===== src/rtl/dao_pkg.sv =====
// Purpose : Shared types and constants for the data operand addresser.
// Assumes : 12-bit data space, 8-bit data, 20-bit program targets.
// Notes   : Offsets below are data memory addresses of the mapped SFRs.
package dao_pkg;

    // --------------------------------------------------------------
    // Widths
    // --------------------------------------------------------------
    localparam int ADDR_W  = 12;
    localparam int DATA_W  = 8;
    localparam int TGT_W   = 20;
    localparam int NUM_PTR = 3;

    typedef logic [ADDR_W-1:0] dao_addr_t;
    typedef logic [DATA_W-1:0] dao_byte_t;

    // --------------------------------------------------------------
    // Opcode field positions
    // --------------------------------------------------------------
    localparam int OP_ADDR_LSB = 0;
    localparam int OP_ADDR_MSB = 7;
    localparam int OP_A_BIT    = 8;
    localparam int OP_D_BIT    = 9;
    localparam int OP_FULL_MSB = 11;

    // --------------------------------------------------------------
    // Address formation constants
    // --------------------------------------------------------------
    localparam logic [3:0] ACC_LOW_BANK  = 4'h0;
    localparam logic [3:0] ACC_HIGH_BANK = 4'hF;
    localparam logic [7:0] IDX_LIMIT     = 8'h5F;
    localparam logic [7:0] IND_PAGE      = 8'hFC;
    localparam logic [1:0] IND_NONE_SLOT = 2'h3;

    // Indirect location kinds, low two address bits
    localparam logic [1:0] IND_PLAIN   = 2'h0;
    localparam logic [1:0] IND_POSTINC = 2'h1;
    localparam logic [1:0] IND_POSTDEC = 2'h2;
    localparam logic [1:0] IND_OFFSET  = 2'h3;

    // --------------------------------------------------------------
    // Mapped SFR addresses
    // --------------------------------------------------------------
    localparam dao_addr_t SFR_PTR_BASE = 12'hFD0;
    localparam dao_addr_t SFR_BSR      = 12'hFE0;
    localparam dao_addr_t SFR_CTRL     = 12'hFE1;
    localparam dao_addr_t SFR_STATUS   = 12'hFE2;
    localparam int        CTRL_EXT_BIT = 0;
    localparam dao_byte_t RST_BYTE     = 8'h00;
    localparam dao_addr_t RST_ADDR     = 12'h000;

    // --------------------------------------------------------------
    // Instruction classes and addressing modes (one-hot)
    // --------------------------------------------------------------
    typedef enum logic [6:0] {
        CLS_INHERENT = 7'b0000001,
        CLS_LITERAL  = 7'b0000010,
        CLS_BRANCH   = 7'b0000100,
        CLS_DIRECT_D = 7'b0001000,
        CLS_DIRECT_B = 7'b0010000,
        CLS_FULL_SRC = 7'b0100000,
        CLS_FULL_DST = 7'b1000000
    } dao_class_e;

    typedef enum logic [4:0] {
        MODE_INHERENT = 5'b00001,
        MODE_LITERAL  = 5'b00010,
        MODE_DIRECT   = 5'b00100,
        MODE_INDIRECT = 5'b01000,
        MODE_INDEXED  = 5'b10000
    } dao_mode_e;

    typedef struct packed {
        dao_class_e  cls;
        logic        fixed_acc;
        logic [15:0] word0;
        logic [15:0] word1;
    } dao_req_s;

    typedef struct packed {
        dao_mode_e        mode;
        logic             has_addr;
        dao_addr_t        data_addr;
        logic             dest_reg;
        dao_byte_t        literal;
        logic [TGT_W-1:0] target;
    } dao_res_s;

endpackage : dao_pkg


===== src/rtl/dao_addr_gen.sv =====
// Purpose : Works out operand addresses and result destinations.
// Assumes : Execution unit decodes the instruction class for us.
// Notes   : One request per cycle; results appear one cycle later.
//
// Summary of operation
// - Mode fixed per class, up to three options
// - Inherent ops carry no decoded address
// - Literal ops take constant from opcode
// - Call and jump carry 20-bit target
// - Direct address is opcode low byte
// - Quick bit one: bank select forms address
// - Quick bit zero: fixed quick-access bank, or pointer 2 indexed if extended set on and offset up to 5F
// - Full 12-bit address ignores bank select
// - Target bit one: result to register
// - Target bit zero: result to accumulator
// - No target bit: destination fixed by opcode
// - Indirect address comes from pointer register
// - Pointers are mapped, software-accessible registers
// - Indirect access may step or offset pointer
`timescale 1ns/100ps
module dao_addr_gen
    import dao_pkg::*;
(
    input  wire logic      core_clk_i,
    input  wire logic      rst_i,
    input  wire logic      req_valid_i,
    input  wire dao_req_s  req_i,
    input  wire dao_byte_t acc_i,
    input  wire logic      access_done_i,
    input  wire dao_addr_t reg_addr_i,
    input  wire dao_byte_t reg_wdata_i,
    input  wire logic      reg_wr_i,
    input  wire logic      reg_rd_i,
    output dao_byte_t      reg_rdata_o,
    output logic           res_valid_o,
    output dao_res_s       res_o
);

    // --------------------------------------------------------------
    // State
    // --------------------------------------------------------------
    logic [3:0]                 bsr_reg;
    logic                       ext_en_reg;
    logic                       pend_reg;
    logic [1:0]                 pend_idx_reg;
    logic [1:0]                 pend_kind_reg;
    dao_byte_t                  pend_off_reg;
    dao_byte_t                  rdata_reg;
    logic                       res_valid_reg;
    dao_res_s                   res_reg;
    dao_res_s                   res_next;
    logic [NUM_PTR-1:0][ADDR_W-1:0] ptr;

    // --------------------------------------------------------------
    // Opcode fields
    // --------------------------------------------------------------
    wire dao_byte_t op_addr8  = req_i.word0[OP_ADDR_MSB:OP_ADDR_LSB];
    wire            a_bit     = req_i.word0[OP_A_BIT];
    wire            d_bit     = req_i.word0[OP_D_BIT];
    wire            is_inh    = (req_i.cls == CLS_INHERENT);
    wire            is_lit    = (req_i.cls == CLS_LITERAL);
    wire            is_br     = (req_i.cls == CLS_BRANCH);
    wire            is_dird   = (req_i.cls == CLS_DIRECT_D);
    wire            is_dirb   = (req_i.cls == CLS_DIRECT_B);
    wire            is_fsrc   = (req_i.cls == CLS_FULL_SRC);
    wire            is_fdst   = (req_i.cls == CLS_FULL_DST);
    wire            is_full   = is_fsrc || is_fdst;
    wire            is_dir    = is_dird || is_dirb;
    wire            has_addr  = is_dir || is_full;

    // --------------------------------------------------------------
    // Address formation
    // --------------------------------------------------------------
    // low byte as direct address
    wire dao_addr_t access_addr = op_addr8[7]
                                ? {ACC_HIGH_BANK, op_addr8}
                                : {ACC_LOW_BANK, op_addr8};
    wire dao_addr_t banked_addr = {bsr_reg, op_addr8};
    wire dao_addr_t full_addr   = is_fsrc ? req_i.word0[OP_FULL_MSB:0]
                                          : req_i.word1[OP_FULL_MSB:0];
    // extended set adds an indexed option
    wire            idx_win     = ext_en_reg && is_dir && !a_bit
                                && (op_addr8 <= IDX_LIMIT);
    wire dao_addr_t idx_addr    = ptr[2] + {4'h0, op_addr8};

    // quick bank when the bit is clear
    wire dao_addr_t dir_addr    = a_bit ? banked_addr : access_addr;
    wire dao_addr_t eff_addr    = is_full ? full_addr
                                : idx_win ? idx_addr : dir_addr;

    // indirect locations redirect to a pointer
    wire            ind_hit     = has_addr && !idx_win
                                && (eff_addr[11:4] == IND_PAGE)
                                && (eff_addr[3:2] != IND_NONE_SLOT);
    wire [1:0]      ind_idx     = eff_addr[3:2];
    wire [1:0]      ind_kind    = eff_addr[1:0];
    wire dao_addr_t ind_addr    = ptr[ind_idx];

    // --------------------------------------------------------------
    // Result destination
    // --------------------------------------------------------------
    // target bit steers result
    wire            dest_reg    = is_dird ? d_bit
                                : (is_dirb || is_full || is_inh)
                                ? !req_i.fixed_acc : 1'b0;

    // --------------------------------------------------------------
    // Result assembly
    // --------------------------------------------------------------
    always_comb begin
        res_next           = '0;
        res_next.dest_reg  = dest_reg;
        res_next.has_addr  = has_addr;
        res_next.mode      = MODE_INHERENT;
        if (is_inh) begin
            res_next.mode = MODE_INHERENT;
        end
        if (is_lit) begin
            res_next.mode    = MODE_LITERAL;
            res_next.literal = op_addr8;
        end
        if (is_br) begin
            res_next.mode   = MODE_LITERAL;
            res_next.target = {req_i.word1[11:0], op_addr8};
        end
        if (has_addr) begin
            res_next.mode      = ind_hit ? MODE_INDIRECT
                               : idx_win ? MODE_INDEXED : MODE_DIRECT;
            res_next.data_addr = ind_hit ? ind_addr : eff_addr;
        end
    end

    // --------------------------------------------------------------
    // Pending pointer update
    // --------------------------------------------------------------
    wire new_pend = req_valid_i && ind_hit && (ind_kind != IND_PLAIN);
    // step only once the access is done
    wire upd_now  = pend_reg && access_done_i;

    always_ff @(posedge core_clk_i) begin
        if (rst_i) begin
            pend_reg <= 1'b0;
        end else if (new_pend) begin
            pend_reg <= 1'b1;
        end else if (upd_now) begin
            pend_reg <= 1'b0;
        end
    end

    always_ff @(posedge core_clk_i) begin
        if (rst_i) begin
            pend_idx_reg  <= 2'h0;
            pend_kind_reg <= IND_PLAIN;
            pend_off_reg  <= RST_BYTE;
        end else if (new_pend) begin
            pend_idx_reg  <= ind_idx;
            pend_kind_reg <= ind_kind;
            pend_off_reg  <= acc_i;
        end
    end

    // --------------------------------------------------------------
    // Register port decode
    // --------------------------------------------------------------
    wire [2*NUM_PTR-1:0] ptr_wr;
    wire [2*NUM_PTR-1:0] ptr_sel;
    genvar s;
    generate
        for (s = 0; s < 2*NUM_PTR; s++) begin : g_sel
            assign ptr_sel[s] = (reg_addr_i == SFR_PTR_BASE + ADDR_W'(s));
            assign ptr_wr[s]  = reg_wr_i && ptr_sel[s];
        end
    endgenerate

    wire sel_bsr  = (reg_addr_i == SFR_BSR);
    wire sel_ctrl = (reg_addr_i == SFR_CTRL);
    wire sel_stat = (reg_addr_i == SFR_STATUS);
    wire [3:0] ptr_byte_idx = reg_addr_i[3:0];
    wire dao_addr_t ptr_rd_word = ptr[ptr_byte_idx[2:1]];
    wire dao_byte_t ptr_rd_byte = ptr_byte_idx[0]
                                ? {4'h0, ptr_rd_word[11:8]}
                                : ptr_rd_word[7:0];
    // Unmapped addresses read as zero
    wire dao_byte_t rdata_next = (|ptr_sel) ? ptr_rd_byte
                               : sel_bsr  ? {4'h0, bsr_reg}
                               : sel_ctrl ? {7'h00, ext_en_reg}
                               : sel_stat ? {2'h0, pend_reg, res_reg.mode}
                               : RST_BYTE;

    always_ff @(posedge core_clk_i) begin
        if (rst_i) begin
            bsr_reg    <= 4'h0;
            ext_en_reg <= 1'b0;
        end else begin
            if (reg_wr_i && sel_bsr) begin
                bsr_reg <= reg_wdata_i[3:0];
            end
            if (reg_wr_i && sel_ctrl) begin
                ext_en_reg <= reg_wdata_i[CTRL_EXT_BIT];
            end
        end
    end

    always_ff @(posedge core_clk_i) begin
        if (rst_i) begin
            rdata_reg <= RST_BYTE;
        end else begin
            rdata_reg <= reg_rd_i ? rdata_next : RST_BYTE;
        end
    end

    // --------------------------------------------------------------
    // Result registers
    // --------------------------------------------------------------
    always_ff @(posedge core_clk_i) begin
        if (rst_i) begin
            res_valid_reg <= 1'b0;
            res_reg       <= '{mode: MODE_INHERENT, default: '0};
        end else begin
            res_valid_reg <= req_valid_i;
            if (req_valid_i) begin
                res_reg <= res_next;
            end
        end
    end

    assign reg_rdata_o = rdata_reg;
    assign res_valid_o = res_valid_reg;
    assign res_o       = res_reg;

    // --------------------------------------------------------------
    // Pointer storage
    // --------------------------------------------------------------
    // pointers written through the port
    dao_ptr_file u_ptr (
        .core_clk_i (core_clk_i),
        .rst_i      (rst_i),
        .sw_wr_i    (ptr_wr),
        .sw_data_i  (reg_wdata_i),
        .upd_i      (upd_now),
        .upd_idx_i  (pend_idx_reg),
        .upd_kind_i (pend_kind_reg),
        .upd_off_i  (pend_off_reg),
        .ptr_o      (ptr)
    );

    wire dao_addr_t pend_ptr = ptr[pend_idx_reg];
    wire            no_sw_wr = (ptr_wr == '0);
endmodule : dao_addr_gen


===== src/rtl/dao_ptr_file.sv =====
// Purpose : Holds the file select pointers and applies their updates.
// Assumes : Software byte writes and hardware updates share one clock.
// Notes   : A software write wins over a same-cycle hardware update.
`timescale 1ns/100ps
module dao_ptr_file
    import dao_pkg::*;
(
    input  wire logic                       core_clk_i,
    input  wire logic                       rst_i,
    input  wire logic [2*NUM_PTR-1:0]       sw_wr_i,
    input  wire dao_byte_t                  sw_data_i,
    input  wire logic                       upd_i,
    input  wire logic [1:0]                 upd_idx_i,
    input  wire logic [1:0]                 upd_kind_i,
    input  wire dao_byte_t                  upd_off_i,
    output logic [NUM_PTR-1:0][ADDR_W-1:0]  ptr_o
);

    // --------------------------------------------------------------
    // Offset is signed, so the pointer can walk both ways
    // --------------------------------------------------------------
    wire dao_addr_t off_ext = {{(ADDR_W-DATA_W){upd_off_i[DATA_W-1]}},
                               upd_off_i};

    genvar p;
    generate
        for (p = 0; p < NUM_PTR; p++) begin : g_ptr
            dao_addr_t ptr_reg;
            dao_addr_t ptr_next;
            wire       hit = upd_i && (upd_idx_i == 2'(p));

            always_comb begin
                unique case (upd_kind_i)
                    IND_POSTINC: ptr_next = ptr_reg + 12'h001;
                    IND_POSTDEC: ptr_next = ptr_reg - 12'h001;
                    IND_OFFSET:  ptr_next = ptr_reg + off_ext;
                    IND_PLAIN:   ptr_next = ptr_reg;
                endcase
            end

            always_ff @(posedge core_clk_i) begin
                if (rst_i) begin
                    ptr_reg <= RST_ADDR;
                end else if (sw_wr_i[2*p]) begin
                    ptr_reg[7:0] <= sw_data_i;
                end else if (sw_wr_i[2*p+1]) begin
                    ptr_reg[ADDR_W-1:8] <= sw_data_i[3:0];
                end else if (hit) begin
                    ptr_reg <= ptr_next;
                end
            end

            assign ptr_o[p] = ptr_reg;
        end
    endgenerate

endmodule : dao_ptr_file


===== config.mk =====
export PLATFORM = sky130hd
export DESIGN_NAME = dao_addr_gen
export DESIGN_NICKNAME = d
export VERILOG_FILES = /design/src/rtl/dao_pkg.sv /design/src/rtl/dao_addr_gen.sv /design/src/rtl/dao_ptr_file.sv
export SDC_FILE = /design/constraint.sdc
export NUM_CORES = 1
export LEC_CHECK = 0
export BUFFER_PORTS_ARGS = -buffer_cell sky130_fd_sc_hd__buf_2
export CAP_MARGIN = 20
export CORE_UTILIZATION = 50
export CTS_BUF_LIST = sky130_fd_sc_hd__clkbuf_16
export DETAILED_ROUTE_END_ITERATION = 10
export GPL_ROUTABILITY_DRIVEN = 0
export GPL_TIMING_DRIVEN = 0
export PLACE_DENSITY = 0.84
export SYNTH_ARGS = -nofsm -noshare
export SYNTH_HDL_FRONTEND = slang
export SYNTH_SLANG_ARGS = --single-unit

===== constraint.sdc =====
create_clock -name core_clk_i -period 2.9 [get_ports core_clk_i]
set_clock_uncertainty 0.05 [all_clocks]
set_input_delay 0.145 -clock core_clk_i [delete_from_list [all_inputs] [get_ports core_clk_i]]
set_output_delay 0.145 -clock core_clk_i [all_outputs]
set_load 0.02 [all_outputs]

==> impl_metrics.json, run 1 <==
{
  "numCtsBuffers": 9,
  "die_w_um": 124.5,
  "cellLeakagePower_nw": 4.019,
  "crit_chain": "ha_4, a21o_1, a2111oi_4, o2111a_1, or3_1, nand3_2, and4bb_4, and2_4, buf_8, o211ai_1, a22o_1",
  "cp-end-kind": "flip-flop",
  "cts.sinks": 110,
  "grt_pass1_wl_mm": 40.08,
  "clkTransAtPathRegs_ns": 0.08,
  "grtUsageTotal_pct": 32.62,
  "hpwl_mm": 17.77,
  "grt_max_degree": 19,
  "drive_gt1_share_pct": 25.20,
  "reg2reg_depth": 11,
  "worstHoldEndpoint": "u_ptr.g_ptr[0].ptr_reg[6]",
  "p_int_mw": 2.409,
  "place_inst": 1217,
  "drtIter0Drc": 1050,
  "clock.fmax_mhz": 327.2,
  "fin_nets": 1225,
  "reg2reg_to": "res_o[35]",
  "htreeDepth": 3,
  "slowest_stage": "a2111oi_4",
  "final_common_cell": "buf_2",
  "violations": "setup timing",
  "synth.area.top_cells": "dfxtp_1, ha_1, mux2i_1, nand2_1, nor2_1",
  "status": "finished, violations left",
  "drv_cap": 0,
  "synth_fp_nets": 1042,
  "grt_overflow": 0,
  "setup_viol": 20,
  "antenna_cells": 0,
  "arrival_ns": 3.27,
  "layout_setup_ws_ns": -0.1561,
  "worstMarginPinSlew_ns": 1.119,
  "core.rowCount": 44,
  "rsz0062_at_grt": "true",
  "syn_area_per_cell_um2": 8.133,
  "power_switching_mw": 0.8399,
  "postSynth.asyncResetShare_pct": 0,
  "crit_required_ns": 3.11,
  "syn_inst": 923,
  "drtPass1Iterations": 6,
  "pre_cts_ws_ns": -0.5377,
  "ant_nets": 0,
  "synth-seq-cells": 110,
  "hold_path.class": "in -> reg",
  "worst_path_largest_cell_delay_ns": 0.47,
  "clock-root-buffer": "clkbuf_16",
  "final_cell_mix": "buf_2, dfxtp_1, nand2_1",
  "num_vias": 8364,
  "reg2reg_slack_ns": -0.16,
  "wl_mm": 26.69,
  "remaining_drc_errors": 0,
  "whs_path_depth": 2,
  "swShare_pct": 25.86,
  "fin_crit_ns": 3.056,
  "clk_latency_ns": 0.37,
  "core_area_um2": 14590,
  "grt_antenna_before_repair": 0,
  "cp-start-kind": "flip-flop",
  "hp-start": "reg_wdata_i[6]",
  "clock_tree.buffer_depth": 2,
  "yosysWarnings": 0,
  "final_cells": 1295,
  "synth_edf_count": 0,
  "whs_ns": 0.008569,
  "yosysUniqueCellTypes": 77,
  "yosys.area.top_type": "dfxtp_1",
  "syn_area_um2": 7507,
  "largest_reg_flops": 47,
  "finalHoldViolations": 0,
  "power_mw": 3.249,
  "synth_top_cell_area_share_pct": 29.33,
  "start_util_pct": 51.46,
  "power_density_nw_per_um2": 337.5,
  "regToRegStartpoint": "u_ptr.g_ptr[2].ptr_reg[1]",
  "synth-main-ff-cell": "dfxtp_1",
  "die_area_um2": 15510,
  "seqPwrFrac_pct": 46.5,
  "fin_setup_tns_ns": -0.8088,
  "post-route-period-util_pct": 105.4,
  "wl_per_cell_um": 20.61,
  "cp_max_fo": 6,
  "pwr-share-clk_pct": 42.4,
  "crit_type": "reg -> reg",
  "grt_pass1_vias": 7733,
  "synthToLayoutAreaGrowth_pct": 28.20,
  "drv_slew": 0,
  "ys_seq_area_share_pct": 29.33,
  "comb_power_share_pct": 11.2,
  "relSlewSlack_pct": 24.85,
  "peakVddDrop_mv": 0.3109,
  "io_buffers": 110,
  "viasPerCell": 6.459,
  "io_pins": 130,
  "die_y_um": 124.5,
  "cts_tree": "done"
}
-- power by group through the flow --
stage | combinational [mW] | sequential [mW] | clock, mW
final | 0.363 | 1.51 | 1.38
after global placement | 0.286 | 1.55 | 0
after detailed placement | 0.290 | 1.55 | 0
after floorplan | 0.167 | 1.56 | 0
after global routing | 0.382 | 1.51 | 1.45
after CTS | 0.333 | 1.51 | 1.37
-- per-layer routing --
metal / vias to the layer above / wire length (um) / global-route usage, %
met4: 0 / 1717 / 17.79
met2: 600 / 11900 / 51.06
met1: 3827 / 10250 / 41.53
li1: 3779 / - / -
met3: 158 / 2820 / 7.302
met5: - / 0 / 0
-- critical path, delay by kind of cell (launching register included) --
family          cells  cell delay [ns]
flops               1             0.38
fa+ha+maj           1             0.19
buf+inv             1             0.16
simple gates        4             0.84
compound gates      5             1.34
-- cell families (layout without fill, tap and decap cells) --
group,Yosys count,after routing,synth area share (%)
mux,55,55,7.617
compound gates,263,263,24.88
flops,110,110,29.33
fa+ha+maj,45,45,7.900
xor+xnor,29,29,3.383
buf+inv,75,262,4.433
simple gates,346,347,22.45
-- area by class of cell --
type / instances / area [um2]
Fill cell: 1054 / 4965
Multi-Input combinational cell: 739 / 5389
Sequential cell: 110 / 2228
Tap cell: 184 / 230.2
Buffer: 50 / 254.0
Timing Repair Buffer: 173 / 1109
Inverter: 23 / 91.34
Clock inverter: 7 / 97.59
Clock buffer: 9 / 225.2
-- cell usage after synthesis, types with 4 or more instances --
master,count
a22oi_1,8
xor2_1,9
a211oi_1,26
o31ai_1,5
inv_1,22
nand4_1,5
nand3_1,30
a21o_1,14
a22o_1,31
o211ai_1,11
o22ai_1,6
mux2_2,5
and3_1,11
nor2_1,94
xnor2_1,20
or3_1,19
nor2b_1,13
buf_2,11
a2111oi_0,5
buf_6,4
fa_1,4
a31oi_1,12
a21boi_0,6
and2_1,6
clkbuf_1,30
mux2i_1,47
dfxtp_1,110
o221ai_1,6
o21a_1,9
a21oi_1,51
nand2_1,100
nor3_1,34
ha_1,41
buf_1,5
nand3b_1,4
o21ai_0,41
nand2b_1,8
-- timing repair --
action	4_1_cts	5_1_grt
endpoints found under the setup margin	44	43
pin swaps	35	47
hold buffers	21	0
hold endpoints to repair	21	0
cloned	2	0
gates resized for setup	64	56
buffers inserted	33	9
-- stage by stage --
stage / utilization, % / instance area, um2
after global routing: 65.97 / 9624
after global placement: 56.98 / 8313
after floorplan: - / 7532
final: 65.97 / 9624
after CTS: 64.22 / 9369
after detailed placement: 56.98 / 8313
-- how the worst max path moves through the flow --
stage                                            end                       from  cells past startpoint  slack, ns
final                                      res_o[35]  u_ptr.g_ptr[2].ptr_reg[1]                     11      -0.16
after global routing                       res_o[35]  u_ptr.g_ptr[2].ptr_reg[1]                     11      -0.22
after CTS                                  res_o[35]  u_ptr.g_ptr[2].ptr_reg[0]                     12      -0.05
after detailed placement  u_ptr.g_ptr[1].ptr_reg[10]           pend_kind_reg[1]                     14      -0.54
after global placement    u_ptr.g_ptr[1].ptr_reg[10]           pend_kind_reg[1]                     14      -0.46
after floorplan                      pend_idx_reg[1]  u_ptr.g_ptr[2].ptr_reg[4]                     11      0.002
(Power assumes the default switching activity.)
==> inputs of run 2 (changes only) <==
- CORE_UTILIZATION: 50 -> 35
- PLACE_DENSITY: 0.84 -> 0.63
- SLEW_MARGIN: unset -> 10
- clock period: 2.9 -> 3.9 ns (I/O delays scaled with it)
==> run 2 against run 1 <==
Against the previous run: the flow now finishes without violations; wire length shrank 8.0%; non-clock buffer count is 60 lower; first-iteration DRC count shrank 41%; register-to-register slack gained 0.36 ns; total power decreased by 31%; flip-flop and latch count unchanged; hold slack got worse by 0.0052 ns; sequential share of layout area up 2.2 points.
==> impl_metrics.json, run 2 (same netlist as run 1, synthesis figures left out) <==
{
  "status": "finished, final reports clean",
  "reg2reg_depth": 14,
  "whs_ns": 0.003416,
  "multi_input_area_um2": 4976,
  "wl_mm": 24.55,
  "wl_per_cell_um": 18.56,
  "cp-start-kind": "flip-flop",
  "io_pins": 130,
  "die_w_um": 148.5,
  "dpl_cell_area_um2": 8402,
  "grt_overflow": 0,
  "peakVddDrop_mv": 0.1534,
  "core.rowCount": 53,
  "fin_nets": 1164,
  "cts_tree": "done",
  "slowest_stage": "a2111oi_1",
  "synthToLayoutAreaGrowth_pct": 15.55,
  "start_util_pct": 35.71,
  "crit_chain": "clkbuf_1, nand3b_1, ha_1, inv_1, fa_1, nor2b_1, o21ai_0, a21boi_0, o21a_1, o21ai_0, a21oi_1, a2111oi_1, xor2_1, a311oi_1",
  "ant_nets": 0,
  "relSlewSlack_pct": 34.52,
  "grt_pass1_vias": 6679,
  "cts.sinks": 110,
  "drv_slew": 0,
  "final_common_cell": "buf_2",
  "nFillCells": 2163,
  "grt_max_degree": 18,
  "path_buf_inv": 2,
  "grt_antenna_before_repair": 1,
  "clkTransAtPathRegs_ns": 0.08,
  "die_area_um2": 22040,
  "clock_tree.buffer_depth": 2,
  "worst_path_largest_cell_delay_ns": 0.48,
  "antenna_cells": 0,
  "htreeDepth": 3,
  "rsz0062_at_grt": "true",
  "drtPass1Iterations": 5,
  "regToRegStartpoint": "pend_kind_reg[1]",
  "reg2reg_slack_ns": 0.20,
  "reg2reg_to": "u_ptr.g_ptr[1].ptr_reg[10]",
  "utilization_pct": 41.27,
  "crit_type": "reg -> reg",
  "grtUsageTotal_pct": 22.22,
  "crit_required_ns": 4.13,
  "hpwl_mm": 19.17,
  "core_area_um2": 21020,
  "final_cell_mix": "buf_2, dfxtp_1, nand2_1",
  "worst-path-stages": 14,
  "drtIter0Drc": 617,
  "post_cts_buffers": 0,
  "viasPerCell": 5.667,
  "clock-root-buffer": "clkbuf_16",
  "cp_max_fo": 10,
  "startpoint": "pend_kind_reg[1]",
  "grt_pass1_wl_mm": 37.36,
  "clk_latency_ns": 0.37,
  "hold_path.class": "in -> reg",
  "final_cells": 1323,
  "drive_gt1_share_pct": 15.55,
  "clock.fmax_mhz": 270.6,
  "io_buffers": 110,
  "cpLargestDelayFamily": "compound AO/OA/AOI/OAI gates",
  "power_density_nw_per_um2": 257.6,
  "place_inst": 1308,
  "drv_cap": 0,
  "setup_viol": 0,
  "arrival_ns": 3.93,
  "crit_path_end": "u_ptr.g_ptr[1].ptr_reg[10]",
  "fin_setup_tns_ns": 0,
  "num_vias": 7498,
  "design_area_um2": 8675,
  "post-route-period-util_pct": 94.75,
  "seqCellArea_um2": 2202,
  "worstMarginPinSlew_ns": 0.9785,
  "fin_crit_ns": 3.695,
  "largest_reg_flops": 47,
  "numCtsBuffers": 9,
  "cellLeakagePower_nw": 3.655,
  "crit_top_cell": "o21ai_0",
  "remaining_drc_errors": 0,
  "die_y_um": 148.5,
  "cp-end-kind": "flip-flop",
  "finalHoldViolations": 0
}
## run 2: cell count changes in the layout (fill, tap and decap cells not counted), sizes merged
| cell | delta |
|---|---|
| and2 | -1 |
| clkbuf | +1 |
| bufinv | -2 |
| buf | -40 |
| dlygate4sd3 | -21 |
## run 2: layout make-up
| cell class | count | share of cell area [%] |
|---|---|---|
| Buffer | 52 | 2.841 |
| Clock buffer | 9 | 2.596 |
| Clock inverter | 5 | 0.4183 |
| Inverter | 23 | 0.9952 |
| Multi-Input combinational cell | 738 | 57.36 |
| Sequential cell | 110 | 25.39 |
| Tap cell | 275 | 3.967 |
| Timing Repair Buffer | 111 | 6.433 |
## run 2: how the worst min path moves through the flow
stage	startpoint	end	slack (ns)	cells after the start
6_report	req_i[1]	res_o[9]	0.003	2
3_5_place_dp	req_i[1]	res_o[9]	0.37	2
4_1_cts	req_i[1]	res_o[9]	0.001	2
3_3_place_gp	req_i[1]	res_o[9]	0.38	2
5_1_grt	acc_i[3]	pend_off_reg[3]	0.01	3
2_1_floorplan	req_i[16]	res_o[0]	0.27	1
## run 2: power by group
group	switching, mW	leakage, nW	internal [mW]
sequential	0.00210	0.886	1.12
combinational	0.153	2.64	0.0748
clock	0.449	0.129	0.431
## run 2: stage by stage
stage	power (mW)	setup slack [ns]
final	2.235	0.2046
after CTS	2.241	0.2093
after global routing	2.302	-0.08386
after detailed placement	1.377	0.009810
after floorplan	1.281	0.7510
after global placement	1.376	-0.02358
## run 2: what timing repair did
action,CTS,global route
setup endpoints to repair,1,4
resized for setup,1,3
hold buffers,0,0
cloned,0,0
## run 2: layer usage
metal,GRT usage [%],share of wire [%],vias up
met5,0,0.033,-
met4,10.00,3.9,2
met3,3.221,6.0,61
met2,34.07,44,287
met1,30.68,46,3495
li1,-,-,3653
==> inputs of run 3 (changes only) <==
- SKIP_CTS_REPAIR_TIMING: unset -> 1
- SYNTH_HIERARCHICAL: unset -> 1
==> run 3 against run 2 <==
Against the previous run: the run now ends with hold timing left; cell area up 12%; count of clock-buffer cells in the layout unchanged; maximum frequency down 0.78%; synthesized area up 11%; non-clock buffer count up 29; utilization up 0.24 points; worst setup slack worse by 0.029 ns; die area up 11%; wire length up 20%; sequential share of layout area down 2.7 points; critical endpoint is now u_ptr/g_ptr[2].ptr_reg[8].
==> impl_metrics.json, run 3 <==
{
  "whs_ns": -0.005096,
  "final_common_cell": "buf_2",
  "drtIter0Drc": 834,
  "crit_required_ns": 4.10,
  "violations": "hold timing",
  "worst_path_largest_cell_delay_ns": 0.40,
  "synth.top_cells.by_count": "nand2_1, dfxtp_1, nor2_1, a21oi_1, o21ai_0",
  "busiest_layer": "met2",
  "path_buf_inv": 4,
  "relSlewSlack_pct": 23.88,
  "cellLeakagePower_nw": 3.753,
  "crit_chain": "clkbuf_4, buf_4, buf_2, clkbuf_4, nand2_1, xnor2_1, ha_1, a31oi_2, o21ai_0, a311oi_2, o21ai_2, maj3_1, mux2i_1, a21oi_1",
  "slowest_stage": "dfxtp_2",
  "synth_fp_nets": 1173,
  "grt_pass1_vias": 8256,
  "syn_area_per_cell_um2": 7.779,
  "drv_cap": 0,
  "die_area_um2": 24450,
  "whs_path_depth": 2,
  "regToRegStartpoint": "pend_kind_reg[1]",
  "cp-end-kind": "flip-flop",
  "clk_latency_ns": 0.37,
  "nFillCells": 2427,
  "grt_use_met1_pct": 30.23,
  "yosysMostFrequentCell": "nand2_1",
  "cts_tree": "done",
  "startpoint": "pend_kind_reg[1]",
  "use_met3_pct": 3.932,
  "setup_viol": 0,
  "viasPerCell": 5.814,
  "arrival_ns": 3.92,
  "final_cells": 1527,
  "post-route-period-util_pct": 95.50,
  "clock-root-buffer": "clkbuf_16",
  "ys_seq_area_share_pct": 26.41,
  "antenna_cells": 0,
  "worst-path-stages": 14,
  "clock.fmax_mhz": 268.5,
  "status": "finished, violations left",
  "cpLargestDelayFamily": "compound AO/OA/AOI/OAI gates",
  "fin_nets": 1304,
  "peakVddDrop_mv": 0.2067,
  "finalHoldViolations": 2,
  "wl_per_cell_um": 19.30,
  "syn_inst": 1072,
  "die_w_um": 156.4,
  "reg2reg_to": "u_ptr/g_ptr[2].ptr_reg[8]",
  "largest_reg_flops": 47,
  "grtUsageMet2_pct": 40.39,
  "yosysUniqueCellTypes": 93,
  "worstHoldEndpoint": "pend_off_reg[6]",
  "crit_type": "reg -> reg",
  "core.rowCount": 56,
  "grtUsageTotal_pct": 24.01,
  "drive_gt1_share_pct": 17.47,
  "place_inst": 1504,
  "grt_max_degree": 20,
  "core_area_um2": 23400,
  "grt_overflow": 0,
  "hpwl_mm": 23.02,
  "drtPass1Iterations": 6,
  "cts.sinks": 110,
  "htreeDepth": 3,
  "reg2reg_slack_ns": 0.18,
  "hp-start": "acc_i[6]",
  "cp-start-kind": "flip-flop",
  "crit_top_cell": "clkbuf_4",
  "clock_tree.buffer_depth": 2,
  "fin_crit_ns": 3.725,
  "cp_max_fo": 10,
  "reg2reg_depth": 14,
  "clkTransAtPathRegs_ns": 0.08,
  "ant_nets": 0,
  "drv_slew": 0,
  "synth_top_cell_area_share_pct": 26.41,
  "worstMarginPinSlew_ns": 1.131,
  "pre_cts_ws_ns": -0.3241,
  "remaining_drc_errors": 0,
  "synth.area.top_cells": "dfxtp_1, a21oi_1, nand2_1, mux2i_1, nor2_1",
  "yosysWarnings": 6,
  "syn_area_um2": 8339,
  "power_density_nw_per_um2": 232.7,
  "layout_setup_ws_ns": 0.1755,
  "num_vias": 8878,
  "grt_pass1_wl_mm": 45.46,
  "postSynth.asyncResetShare_pct": 0,
  "synth_edf_count": 0,
  "rsz0062_at_grt": "false",
  "synth-seq-cells": 110,
  "io_pins": 130,
  "yosys.area.top_type": "dfxtp_1",
  "numCtsBuffers": 9,
  "synth-main-ff-cell": "dfxtp_1",
  "die_y_um": 156.4,
  "final_cell_mix": "buf_2, nand2_1, dfxtp_1",
  "fin_setup_tns_ns": 0,
  "start_util_pct": 35.63,
  "hold_path.class": "in -> reg",
  "wl_mm": 29.48,
  "grt_antenna_before_repair": 0,
  "io_buffers": 113,
  "synthToLayoutAreaGrowth_pct": 16.47
}
==> run 3: changes by cell type in the layout (fill, tap and decap cells not counted), sizes merged, moves of 12 or more <==
cell / previous run / this run
a311oi: 1 / 13
o21ai: 41 / 62
a21oi: 51 / 90
ha: 41 / 26
clkbuf: 40 / 63
inv: 24 / 38
nor3: 34 / 22
or3: 20 / 3
nand2: 100 / 117
a31o: 1 / 15
==> run 3: cell type report <==
cell class,count,area (um2),area share [%]
Clock buffer,9,225.2,2.319
Sequential cell,110,2203,22.68
Timing Repair Buffer,120,630.6,6.492
Multi-Input combinational cell,855,5733,59.02
Buffer,72,331.6,3.414
Inverter,35,131.4,1.353
Tap cell,319,399.1,4.109
Clock inverter,7,58.81,0.6054
==> run 3: logic make-up (layout without fill, tap and decap cells) <==
logic type	after synthesis	count (layout)	synth area share, %
mux	43	43	5.266
flops	110	110	26.41
simple gates	368	368	22.54
fa+ha+maj	30	30	4.501
buf+inv	107	243	5.491
xor+xnor	49	49	5.146
compound gates	365	365	30.65
==> run 3: routing by layer <==
layer / part of all wire [%] / up-vias
li1: - / 4257
met1: 43 / 4163
met2: 46 / 396
met3: 7.8 / 62
met4: 3.4 / 0
met5: 0 / -
==> run 3: worst max-delay path by stage <==
stage                     slack [ns]                          to
after floorplan                 0.56  u_ptr/g_ptr[2].ptr_reg[11]
after global placement         -0.26  u_ptr/g_ptr[2].ptr_reg[11]
after detailed placement       -0.32  u_ptr/g_ptr[2].ptr_reg[11]
after CTS                      -0.36  u_ptr/g_ptr[2].ptr_reg[11]
after global routing            0.02  u_ptr/g_ptr[2].ptr_reg[11]
final                           0.18   u_ptr/g_ptr[2].ptr_reg[8]
==> run 3: metrics by stage <==
step	power (mW)	utilization, %	instance area, um2
6_report	2.261	41.50	9713
5_1_grt	2.324	41.50	9713
4_1_cts	2.263	40.97	9588
3_5_place_dp	1.357	39.76	9304
3_3_place_gp	1.356	39.76	9304
2_1_floorplan	1.265	-	8339
==> run 3: power breakdown <==
group / switching, mW / total (mW) / internal, mW
Sequential: 0.00133 / 1.13 / 1.12
Clock: 0.483 / 0.927 / 0.444
Combinational: 0.140 / 0.209 / 0.0684
Total: 0.624 / 2.26 / 1.64
